===== src/rtd_pkg.sv =====
// Package for the reader timer and p-driver configuration block.
// Assumes one 200 MHz clock and an 8-bit register port with one-cycle strobes.
package rtd_pkg;

   // Register offsets
   localparam logic [7:0] ADDR_CW_P        = 8'h28;
   localparam logic [7:0] ADDR_MOD_P       = 8'h29;
   localparam logic [7:0] ADDR_TMODE       = 8'h2A;
   localparam logic [7:0] ADDR_PRESC_LO    = 8'h2B;
   localparam logic [7:0] ADDR_RELOAD_HI   = 8'h2C;
   localparam logic [7:0] ADDR_RELOAD_LO   = 8'h2D;
   localparam logic [7:0] ADDR_COUNT_HI    = 8'h2E;
   localparam logic [7:0] ADDR_COUNT_LO    = 8'h2F;
   localparam logic [7:0] ADDR_CONTROL     = 8'h40;
   localparam logic [7:0] ADDR_STATUS      = 8'h41;
   localparam logic [7:0] ADDR_IRQ_STATUS  = 8'h42;
   localparam logic [7:0] ADDR_IRQ_ENABLE  = 8'h43;
   localparam logic [7:0] ADDR_IRQ_CLEAR   = 8'h44;

   // Reset values
   localparam logic [5:0] RST_CW_P         = 6'h20;
   localparam logic [5:0] RST_MOD_P        = 6'h20;
   localparam logic [7:0] RST_TMODE        = 8'h00;
   localparam logic [7:0] RST_PRESC_LO     = 8'h00;
   localparam logic [15:0] RST_RELOAD      = 16'h0000;
   localparam logic [4:0] RST_CONTROL      = 5'h00;

   // Field positions in the timer mode register
   localparam int TMODE_PROTO_BIT   = 7;
   localparam int TMODE_GATE_HI     = 6;
   localparam int TMODE_GATE_LO     = 5;
   localparam int TMODE_RESTART_BIT = 4;
   localparam int TMODE_PRESC_HI    = 3;

   // Field positions in the control register
   localparam int CTRL_POWER_DOWN   = 0;
   localparam int CTRL_FULL_DEPTH   = 1;
   localparam int CTRL_PARITY       = 2;
   localparam int CTRL_MULTI_FRAME  = 3;
   localparam int CTRL_STOP_NOW     = 4;
   localparam int CTRL_START_NOW    = 5;

   // Conductance MSB forced in soft power-down
   localparam int COND_MSB          = 5;

   // Received bits after which the protocol stops the timer
   localparam logic [2:0] RX_STOP_BITS = 3'h5;

   // Reference rate made by a fractional accumulator
   localparam int REF_KHZ           = 13560;
   localparam int CLK_MHZ           = 200;
   localparam int CLK_KHZ           = CLK_MHZ * 1000;
   localparam logic [17:0] REF_STEP = 18'(REF_KHZ);
   localparam logic [17:0] ACC_WRAP = 18'(CLK_KHZ);

   typedef enum logic [1:0] {
      GATE_NONE,
      GATE_AUX_SERIAL,
      GATE_AUX_ONE,
      GATE_RESERVED
   } rtd_gate_e;

   typedef enum {
      TMR_IDLE,
      TMR_RUN
   } rtd_timer_e;

   typedef struct packed {
      logic [7:0] addr;
      logic [7:0] wdata;
      logic       wr;
      logic       rd;
   } rtd_bus_req_s;

   typedef struct packed {
      logic [5:0] cw;
      logic [5:0] modul;
      logic [5:0] active;
   } rtd_drive_s;

endpackage


===== src/rtd_timer_cfg.sv =====
// Timer and p-driver conductance configuration of a contactless reader.
// Assumes protocol strobes on mclk; aux pins arrive asynchronously.

// Function
// - Six-bit CW p-driver conductance, upper bits reserved, resets to 0x20.
// - Soft power-down forces MSB of both p-driver conductances to one.
// - Separate six-bit modulation conductance used only while modulating, resets to 0x20.
// - Full-depth keying makes the modulation conductance setting ignored.
// - Protocol start bit starts the timer at every transmission end.
// - Without multi-frame receive, timer stops at the fifth received bit.
// - With multi-frame receive, only immediate stop or expiry without reload on zero halts the timer.
// - Protocol start bit zero: transmit and receive events do not affect timer.
// - Gate select 00 none, 01 aux serial input, 10 aux pin one.
// - In gated mode counting flag shows enabled timer, not gate level.
// - Reload on zero bit reloads the count and keeps counting.
// - Without reload on zero, count to zero then set expired flag.
// - Prescaler is mode bits 3..0 above the low prescale register.
// - Parity select zero: tick is reference over twice prescaler plus one.
// - Parity select one: tick is reference over twice prescaler plus two.
// - A start event loads the counter from the reload value, unless a stop event comes in the same cycle while running.
// - Reload writes do not touch a running count.
module rtd_timer_cfg (
   input  wire logic                  mclk,
   input  wire logic                  reset_n,
   input  wire rtd_pkg::rtd_bus_req_s bus_req,
   output logic [7:0]                 rd_data,
   input  wire logic                  tx_end,
   input  wire logic                  rx_bit,
   input  wire logic                  modulating,
   input  wire logic                  aux_serial_input,
   input  wire logic                  aux_pin_one,
   output rtd_pkg::rtd_drive_s        p_drive,
   output logic                       counting_flag,
   output logic                       timer_expired_flag,
   output logic                       irq
);

   logic [5:0]          cw_p_conductance_reg;
   logic [5:0]          mod_p_conductance_reg;
   logic [7:0]          tmode_reg;
   logic [7:0]          prescale_low_reg;
   logic [15:0]         reload_value_reg;
   logic [3:0]          control_reg;
   logic                irq_status_reg;
   logic                irq_enable_reg;
   logic [15:0]         count_reg;
   logic [15:0]         count_next;
   rtd_pkg::rtd_timer_e state_reg;
   logic [2:0]          rx_count_reg;
   logic [17:0]         acc_reg;
   logic [18:0]         acc_sum;
   logic                ref_tick;
   logic [12:0]         presc_cnt_reg;
   logic [12:0]         presc_div;
   logic                timer_tick;
   logic [1:0]          aux_raw;
   wire logic [1:0]     aux_level;
   logic                gate_open;
   logic                wr_hit_ctrl;
   logic                start_event;
   logic                stop_event;
   logic                end_reached;
   logic                expire_event;
   logic [11:0]         prescale_value;
   logic [5:0]          cw_eff;
   logic [5:0]          mod_eff;

   function automatic logic wr_hit(input rtd_pkg::rtd_bus_req_s req, input logic [7:0] addr);
      wr_hit = req.wr && (req.addr == addr);
   endfunction

   function automatic logic [5:0] force_msb(input logic [5:0] value, input logic power_down);
      force_msb = value;
      if (power_down) begin
         force_msb[rtd_pkg::COND_MSB] = 1'b1;
      end
   endfunction

   // Configuration registers, one process each
   always_ff @(posedge mclk or negedge reset_n) begin
      if (!reset_n) begin
         cw_p_conductance_reg <= rtd_pkg::RST_CW_P;
      end else if (wr_hit(bus_req, rtd_pkg::ADDR_CW_P)) begin
         cw_p_conductance_reg <= bus_req.wdata[5:0];
      end
   end

   always_ff @(posedge mclk or negedge reset_n) begin
      if (!reset_n) begin
         mod_p_conductance_reg <= rtd_pkg::RST_MOD_P;
      end else if (wr_hit(bus_req, rtd_pkg::ADDR_MOD_P)) begin
         mod_p_conductance_reg <= bus_req.wdata[5:0];
      end
   end

   always_ff @(posedge mclk or negedge reset_n) begin
      if (!reset_n) begin
         tmode_reg <= rtd_pkg::RST_TMODE;
      end else if (wr_hit(bus_req, rtd_pkg::ADDR_TMODE)) begin
         tmode_reg <= bus_req.wdata;
      end
   end

   always_ff @(posedge mclk or negedge reset_n) begin
      if (!reset_n) begin
         prescale_low_reg <= rtd_pkg::RST_PRESC_LO;
      end else if (wr_hit(bus_req, rtd_pkg::ADDR_PRESC_LO)) begin
         prescale_low_reg <= bus_req.wdata;
      end
   end

   always_ff @(posedge mclk or negedge reset_n) begin
      if (!reset_n) begin
         control_reg <= rtd_pkg::RST_CONTROL[3:0];
      end else if (wr_hit_ctrl) begin
         control_reg <= bus_req.wdata[3:0];
      end
   end

   always_ff @(posedge mclk or negedge reset_n) begin
      if (!reset_n) begin
         irq_enable_reg <= 1'b0;
      end else if (wr_hit(bus_req, rtd_pkg::ADDR_IRQ_ENABLE)) begin
         irq_enable_reg <= bus_req.wdata[0];
      end
   end

   // Reload value; sampled at a start event and on reload at zero
   always_ff @(posedge mclk or negedge reset_n) begin
      if (!reset_n) begin
         reload_value_reg <= rtd_pkg::RST_RELOAD;
      end else begin
         if (wr_hit(bus_req, rtd_pkg::ADDR_RELOAD_HI)) begin
            reload_value_reg[15:8] <= bus_req.wdata;
         end
         if (wr_hit(bus_req, rtd_pkg::ADDR_RELOAD_LO)) begin
            reload_value_reg[7:0] <= bus_req.wdata;
         end
      end
   end

   assign wr_hit_ctrl = wr_hit(bus_req, rtd_pkg::ADDR_CONTROL);

   // Conductance outputs
   always_comb begin
      cw_eff  = force_msb(cw_p_conductance_reg, control_reg[rtd_pkg::CTRL_POWER_DOWN]);
      mod_eff = force_msb(mod_p_conductance_reg, control_reg[rtd_pkg::CTRL_POWER_DOWN]);
   end

   always_ff @(posedge mclk or negedge reset_n) begin
      if (!reset_n) begin
         p_drive <= '0;
      end else begin
         p_drive.cw    <= cw_eff;
         p_drive.modul <= mod_eff;
         if (modulating && !control_reg[rtd_pkg::CTRL_FULL_DEPTH]) begin
            p_drive.active <= mod_eff;
         end else if (modulating) begin
            p_drive.active <= '0;
         end else begin
            p_drive.active <= cw_eff;
         end
      end
   end

   // Aux pin synchronisers, one per gate pin
   assign aux_raw = {aux_pin_one, aux_serial_input};

   for (genvar g = 0; g < 2; g++) begin : g_aux_sync
      logic [2:0] sync_reg;
      logic       level_reg;
      always_ff @(posedge mclk or negedge reset_n) begin
         if (!reset_n) begin
            sync_reg  <= '0;
            level_reg <= 1'b0;
         end else begin
            sync_reg <= {sync_reg[1:0], aux_raw[g]};
            if (sync_reg[1] == sync_reg[2]) begin
               level_reg <= sync_reg[2];
            end
         end
      end
      assign aux_level[g] = level_reg;
   end

   always_comb begin
      case (rtd_pkg::rtd_gate_e'(tmode_reg[rtd_pkg::TMODE_GATE_HI:rtd_pkg::TMODE_GATE_LO]))
         rtd_pkg::GATE_NONE:       gate_open = 1'b1;
         rtd_pkg::GATE_AUX_SERIAL: gate_open = aux_level[0];
         rtd_pkg::GATE_AUX_ONE:    gate_open = aux_level[1];
         default:                  gate_open = 1'b0;
      endcase
   end

   // Reference tick from the 200 MHz clock
   assign acc_sum  = {1'b0, acc_reg} + {1'b0, rtd_pkg::REF_STEP};
   assign ref_tick = acc_sum >= {1'b0, rtd_pkg::ACC_WRAP};

   always_ff @(posedge mclk or negedge reset_n) begin
      if (!reset_n) begin
         acc_reg <= '0;
      end else if (ref_tick) begin
         acc_reg <= 18'(acc_sum - {1'b0, rtd_pkg::ACC_WRAP});
      end else begin
         acc_reg <= acc_sum[17:0];
      end
   end

   // Prescaler divides by 2P+1 or 2P+2
   assign prescale_value = {tmode_reg[rtd_pkg::TMODE_PRESC_HI:0], prescale_low_reg};
   assign presc_div      = {prescale_value, control_reg[rtd_pkg::CTRL_PARITY]};
   assign timer_tick     = ref_tick && (presc_cnt_reg == presc_div);

   always_ff @(posedge mclk or negedge reset_n) begin
      if (!reset_n) begin
         presc_cnt_reg <= '0;
      end else if (start_event || state_reg != rtd_pkg::TMR_RUN) begin
         presc_cnt_reg <= '0;
      end else if (timer_tick) begin
         presc_cnt_reg <= '0;
      end else if (ref_tick) begin
         presc_cnt_reg <= presc_cnt_reg + 13'h0001;
      end
   end

   // Start and stop events
   always_comb begin
      start_event = bus_req.wr && (bus_req.addr == rtd_pkg::ADDR_CONTROL)
                    && bus_req.wdata[rtd_pkg::CTRL_START_NOW];
      if (tmode_reg[rtd_pkg::TMODE_PROTO_BIT] && tx_end) begin
         start_event = 1'b1;
      end
      stop_event = wr_hit_ctrl && bus_req.wdata[rtd_pkg::CTRL_STOP_NOW];
      if (tmode_reg[rtd_pkg::TMODE_PROTO_BIT] && !control_reg[rtd_pkg::CTRL_MULTI_FRAME]
          && rx_bit && state_reg == rtd_pkg::TMR_RUN
          && rx_count_reg == rtd_pkg::RX_STOP_BITS - 3'h1) begin
         stop_event = 1'b1;
      end
   end

   // Received-bit counter since start
   always_ff @(posedge mclk or negedge reset_n) begin
      if (!reset_n) begin
         rx_count_reg <= '0;
      end else if (start_event) begin
         rx_count_reg <= '0;
      end else if (rx_bit && state_reg == rtd_pkg::TMR_RUN && rx_count_reg != rtd_pkg::RX_STOP_BITS) begin
         rx_count_reg <= rx_count_reg + 3'h1;
      end
   end

   // Count-down
   assign end_reached  = (count_reg == 16'h0000) || (count_reg == 16'h0001);
   assign expire_event = state_reg == rtd_pkg::TMR_RUN && !start_event && !stop_event
                         && timer_tick && gate_open && end_reached;

   always_comb begin
      count_next = count_reg - 16'h0001;
      if (end_reached && tmode_reg[rtd_pkg::TMODE_RESTART_BIT]) begin
         count_next = reload_value_reg;
      end else if (end_reached) begin
         count_next = 16'h0000;
      end
   end

   always_ff @(posedge mclk or negedge reset_n) begin
      if (!reset_n) begin
         state_reg <= rtd_pkg::TMR_IDLE;
         count_reg <= '0;
      end else begin
         case (state_reg)
            rtd_pkg::TMR_IDLE: begin
               if (start_event) begin
                  count_reg <= reload_value_reg;
                  state_reg <= rtd_pkg::TMR_RUN;
               end
            end
            rtd_pkg::TMR_RUN: begin
               if (stop_event) begin
                  state_reg <= rtd_pkg::TMR_IDLE;
               end else if (start_event) begin
                  count_reg <= reload_value_reg;
               end else if (timer_tick && gate_open) begin
                  count_reg <= count_next;
                  if (end_reached && !tmode_reg[rtd_pkg::TMODE_RESTART_BIT]) begin
                     state_reg <= rtd_pkg::TMR_IDLE;
                  end
               end
            end
            default: begin
               state_reg <= rtd_pkg::TMR_IDLE;
            end
         endcase
      end
   end

   // Sticky expiry flag; set wins over clear
   always_ff @(posedge mclk or negedge reset_n) begin
      if (!reset_n) begin
         irq_status_reg <= 1'b0;
      end else if (expire_event) begin
         irq_status_reg <= 1'b1;
      end else if (wr_hit(bus_req, rtd_pkg::ADDR_IRQ_CLEAR) && bus_req.wdata[0]) begin
         irq_status_reg <= 1'b0;
      end
   end

   assign counting_flag      = state_reg == rtd_pkg::TMR_RUN;
   assign timer_expired_flag = irq_status_reg;
   assign irq                = irq_status_reg && irq_enable_reg;

   // Read port, data one cycle after the strobe
   always_ff @(posedge mclk or negedge reset_n) begin
      if (!reset_n) begin
         rd_data <= '0;
      end else if (bus_req.rd) begin
         case (bus_req.addr)
            rtd_pkg::ADDR_CW_P:       rd_data <= {2'b00, cw_p_conductance_reg};
            rtd_pkg::ADDR_MOD_P:      rd_data <= {2'b00, mod_p_conductance_reg};
            rtd_pkg::ADDR_TMODE:      rd_data <= tmode_reg;
            rtd_pkg::ADDR_PRESC_LO:   rd_data <= prescale_low_reg;
            rtd_pkg::ADDR_RELOAD_HI:  rd_data <= reload_value_reg[15:8];
            rtd_pkg::ADDR_RELOAD_LO:  rd_data <= reload_value_reg[7:0];
            rtd_pkg::ADDR_COUNT_HI:   rd_data <= count_reg[15:8];
            rtd_pkg::ADDR_COUNT_LO:   rd_data <= count_reg[7:0];
            rtd_pkg::ADDR_CONTROL:    rd_data <= {4'h0, control_reg};
            rtd_pkg::ADDR_STATUS:     rd_data <= {7'h00, counting_flag};
            rtd_pkg::ADDR_IRQ_STATUS: rd_data <= {7'h00, irq_status_reg};
            rtd_pkg::ADDR_IRQ_ENABLE: rd_data <= {7'h00, irq_enable_reg};
            default:                  rd_data <= 8'h00;
         endcase
      end else begin
         rd_data <= 8'h00;
      end
   end

endmodule


===== config.mk =====
export PLATFORM = sky130hd
export DESIGN_NAME = rtd_timer_cfg
export DESIGN_NICKNAME = d
export VERILOG_FILES = /design/src/rtd_pkg.sv /design/src/rtd_timer_cfg.sv
export SDC_FILE = /design/constraint.sdc
export NUM_CORES = 1
export LEC_CHECK = 0
export BUFFER_PORTS_ARGS = -buffer_cell sky130_fd_sc_hd__buf_2
export CORE_MARGIN = 5
export CORE_UTILIZATION = 40
export CTS_CLUSTER_DIAMETER = 80
export DETAILED_ROUTE_END_ITERATION = 8
export PLACE_DENSITY = 0.69
export SLEW_MARGIN = 15
export SYNTH_ARGS = -nofsm -noshare
export SYNTH_HDL_FRONTEND = slang
export SYNTH_SLANG_ARGS = --single-unit

===== constraint.sdc =====
create_clock -name mclk -period 7 [get_ports mclk]
set_input_delay 1.05 -clock mclk [delete_from_list [all_inputs] [get_ports mclk]]
set_output_delay 1.05 -clock mclk [all_outputs]
set_load 0.005 [all_outputs]

==> impl_metrics.json <==
{
  "outcome": "finished clean",
  "ys_top_cells_by_area": "dfrtp_1, mux2_2, o21ai_0",
  "ff2ff_setup_slack_ns": 3.03,
  "grt_max_degree": 86,
  "setup_viol": 0,
  "place_congestion": 0.918,
  "final_cell_area_mm2": 0.00781,
  "crit_start": "acc_reg[3]",
  "clock_latency_ns": 0.42,
  "path_class": "flip-flop to flip-flop",
  "startpoint_type": "flip-flop",
  "layout-area-overhead-vs-synth_pct": 15.4,
  "drt-initial-drc-count": 431,
  "row_count": 47,
  "grt_pass1_wl_um": 28600,
  "synth_flop_cell": "dfrtp_1",
  "layout-drive-gt1-share": 0.223,
  "fin_nets": 714,
  "hpwlAfterDp_um": 12700,
  "drt-wirelength-per-cell_um": 19.1,
  "drv_slew": 0,
  "max_freq_mhz": 252,
  "core_area_mm2": 0.0166,
  "drt-pass1-iter-count": 5,
  "cp.arrival_ns": 4.28,
  "track_usage": 0.182,
  "cts_sinks": 132,
  "total_leakage_power_nw": 3.58,
  "r2r-end": "count_reg[3]",
  "netlist_area_mm2": 0.00677,
  "drc_errors": 0,
  "clkSlewWorstSetupHoldPaths_ns": 0.06,
  "fin_cells": 914,
  "diodes": 0,
  "largest_reg_flops": 18,
  "postCtsSetupRepairBufs": 0,
  "setup_tns_ns": 0,
  "cap_violations": 0,
  "final_antenna_net_count": 0,
  "synth_cells": 633,
  "ir_drop_uv": 238,
  "layout_commonest_cell": "dfrtp_1",
  "cts_made_buffers": 17,
  "synth_top_cell_by_area": "dfrtp_1",
  "cts_resized": 0,
  "port_buffers": 53,
  "rr_worst_depth": 10,
  "cts_tree": "built",
  "grt_antenna_before_repair": 0,
  "clock_skew_ns": 0.00794,
  "synth_cell_types": 73,
  "ctsHoldBuffers": 0,
  "syn_area_per_cell_um2": 10.7,
  "htree_num_levels": 4,
  "fp.dieArea_mm2": 0.0196,
  "grt_pass1_vias": 5337,
  "yosys_register_bits": 132,
  "synth_fp_nets": 666,
  "cp.required_ns": 7.31,
  "ys_warn_count": 0,
  "final_util": 0.471,
  "ios": 54,
  "yosysSeqAreaShare": 0.488,
  "num_vias": 5335,
  "relSlewSlack": 0.418,
  "viasPerCell": 5.84,
  "root_buffer": "clkbuf_16",
  "finalCritPeriodShare": 0.568,
  "overflow": 0,
  "hold_viol": 0,
  "reg2reg_from": "acc_reg[3]",
  "die_x_um": 140,
  "p_per_area_mw_per_mm2": 288,
  "dieHeight_um": 140,
  "synth_edf_count": 0,
  "fin_crit_ns": 3.97,
  "worstSetupEndpoint": "count_reg[3]",
  "tightest_slew_ns": 0.873,
  "end_kind": "flip-flop",
  "synth_top_cell_area_share": 0.481,
  "whs_ns": 0.347,
  "rsz0062_at_grt": "false",
  "synthArstFlopShare": 1.00,
  "crit_fanout": 31,
  "place_area_mm2": 0.00720,
  "hp-class": "flip-flop to flip-flop",
  "most-common-layout-cells": "dfrtp_1, buf_2, mux2_2",
  "dp.cells": 882,
  "clock_path_buffers": 2,
  "start_util": 0.408,
  "routed_wl_um": 17400
}
cells in the mapped netlist, types with 3 or more instances:
cell type / count
dfrtp_1: 130
nor3b_1: 8
o31ai_1: 3
a31oi_1: 7
nand3_1: 9
a32oi_1: 9
nand2b_1: 13
a21o_1: 10
o22ai_1: 11
buf_2: 9
nor3_1: 16
clkbuf_1: 13
a22o_1: 10
nor2_1: 43
nor4_1: 6
ha_1: 8
nand4_1: 6
and2_1: 6
a21oi_1: 27
or3_1: 4
and3_1: 10
mux4_2: 3
xor2_1: 14
o211ai_1: 3
mux2i_1: 7
mux2_2: 49
a211oi_1: 3
inv_1: 17
nand2_1: 37
or2_2: 4
o21a_1: 3
o21ai_0: 42
a22oi_1: 16
xnor2_1: 21
nor2b_1: 5
layer usage:
metal | track usage | vias up | wire length (µm) | part of all wire
met3 | 0.0464 | 30 | 892 | 0.051
met4 | 0.0622 | 0 | 395 | 0.023
met5 | 0 | - | 0 | 0
li1 | - | 2468 | - | -
met1 | 0.244 | 2677 | 7800 | 0.45
met2 | 0.289 | 160 | 8360 | 0.48
cell families (layout without fill, tap and decap cells):
kind of cell,count (synthesis),count (layout),synth area share
simple gates,177,177,0.137
compound gates,176,176,0.181
flops,132,132,0.488
mux,59,59,0.102
buf+inv,44,105,0.0290
xor+xnor,35,35,0.0453
fa+ha+maj,10,10,0.0177
critical path, cell delays in order, from the launching register on:
cell and delay [ns]:
dfrtp_1 0.43, inv_1 0.09, ha_1 0.26, or4b_4 0.53, nor4_2 0.25, a21oi_1 0.06, a211o_1 0.34, o31ai_4 0.70
o21a_1 0.81, nor2_1 0.13, a31o_2 0.24
worst min path at each step:
stage | startpoint | end | slack, ns | cells past startpoint
after floorplan | g_aux_sync[0].sync_reg[0] | g_aux_sync[0].sync_reg[1] | 0.33 | 0
after global placement | g_aux_sync[0].sync_reg[0] | g_aux_sync[0].sync_reg[1] | 0.34 | 0
after detailed placement | g_aux_sync[1].sync_reg[0] | g_aux_sync[1].sync_reg[1] | 0.34 | 0
after CTS | g_aux_sync[1].sync_reg[0] | g_aux_sync[1].sync_reg[1] | 0.35 | 0
after global routing | g_aux_sync[0].sync_reg[0] | g_aux_sync[0].sync_reg[1] | 0.37 | 0
final | g_aux_sync[1].sync_reg[0] | g_aux_sync[1].sync_reg[1] | 0.35 | 0
power breakdown:
| part | internal [mW] | switching (mW) |
|---|---|---|
| registers | 0.823 | 0.0726 |
| logic | 0.158 | 0.283 |
| clock network | 0.542 | 0.375 |
through the flow:
step | setup slack, ns | power (mW)
6_report | 3.03 | 2.25
5_1_grt | 2.73 | 2.38
4_1_cts | 3.05 | 2.27
3_5_place_dp | 2.95 | 1.34
3_3_place_gp | 3.05 | 1.33
2_1_floorplan | 3.80 | 1.19
layout make-up:
cell class,instances,area [µm²]
fillers,1557,8770
flip-flops and latches,132,3310
multi-input cells,457,3270
clock buffers,17,425
repair buffers,56,294
well taps,220,275
clock inverters,15,181
inverters,17,63.8
No activity file was read; power rests on OpenSTA's default activity.
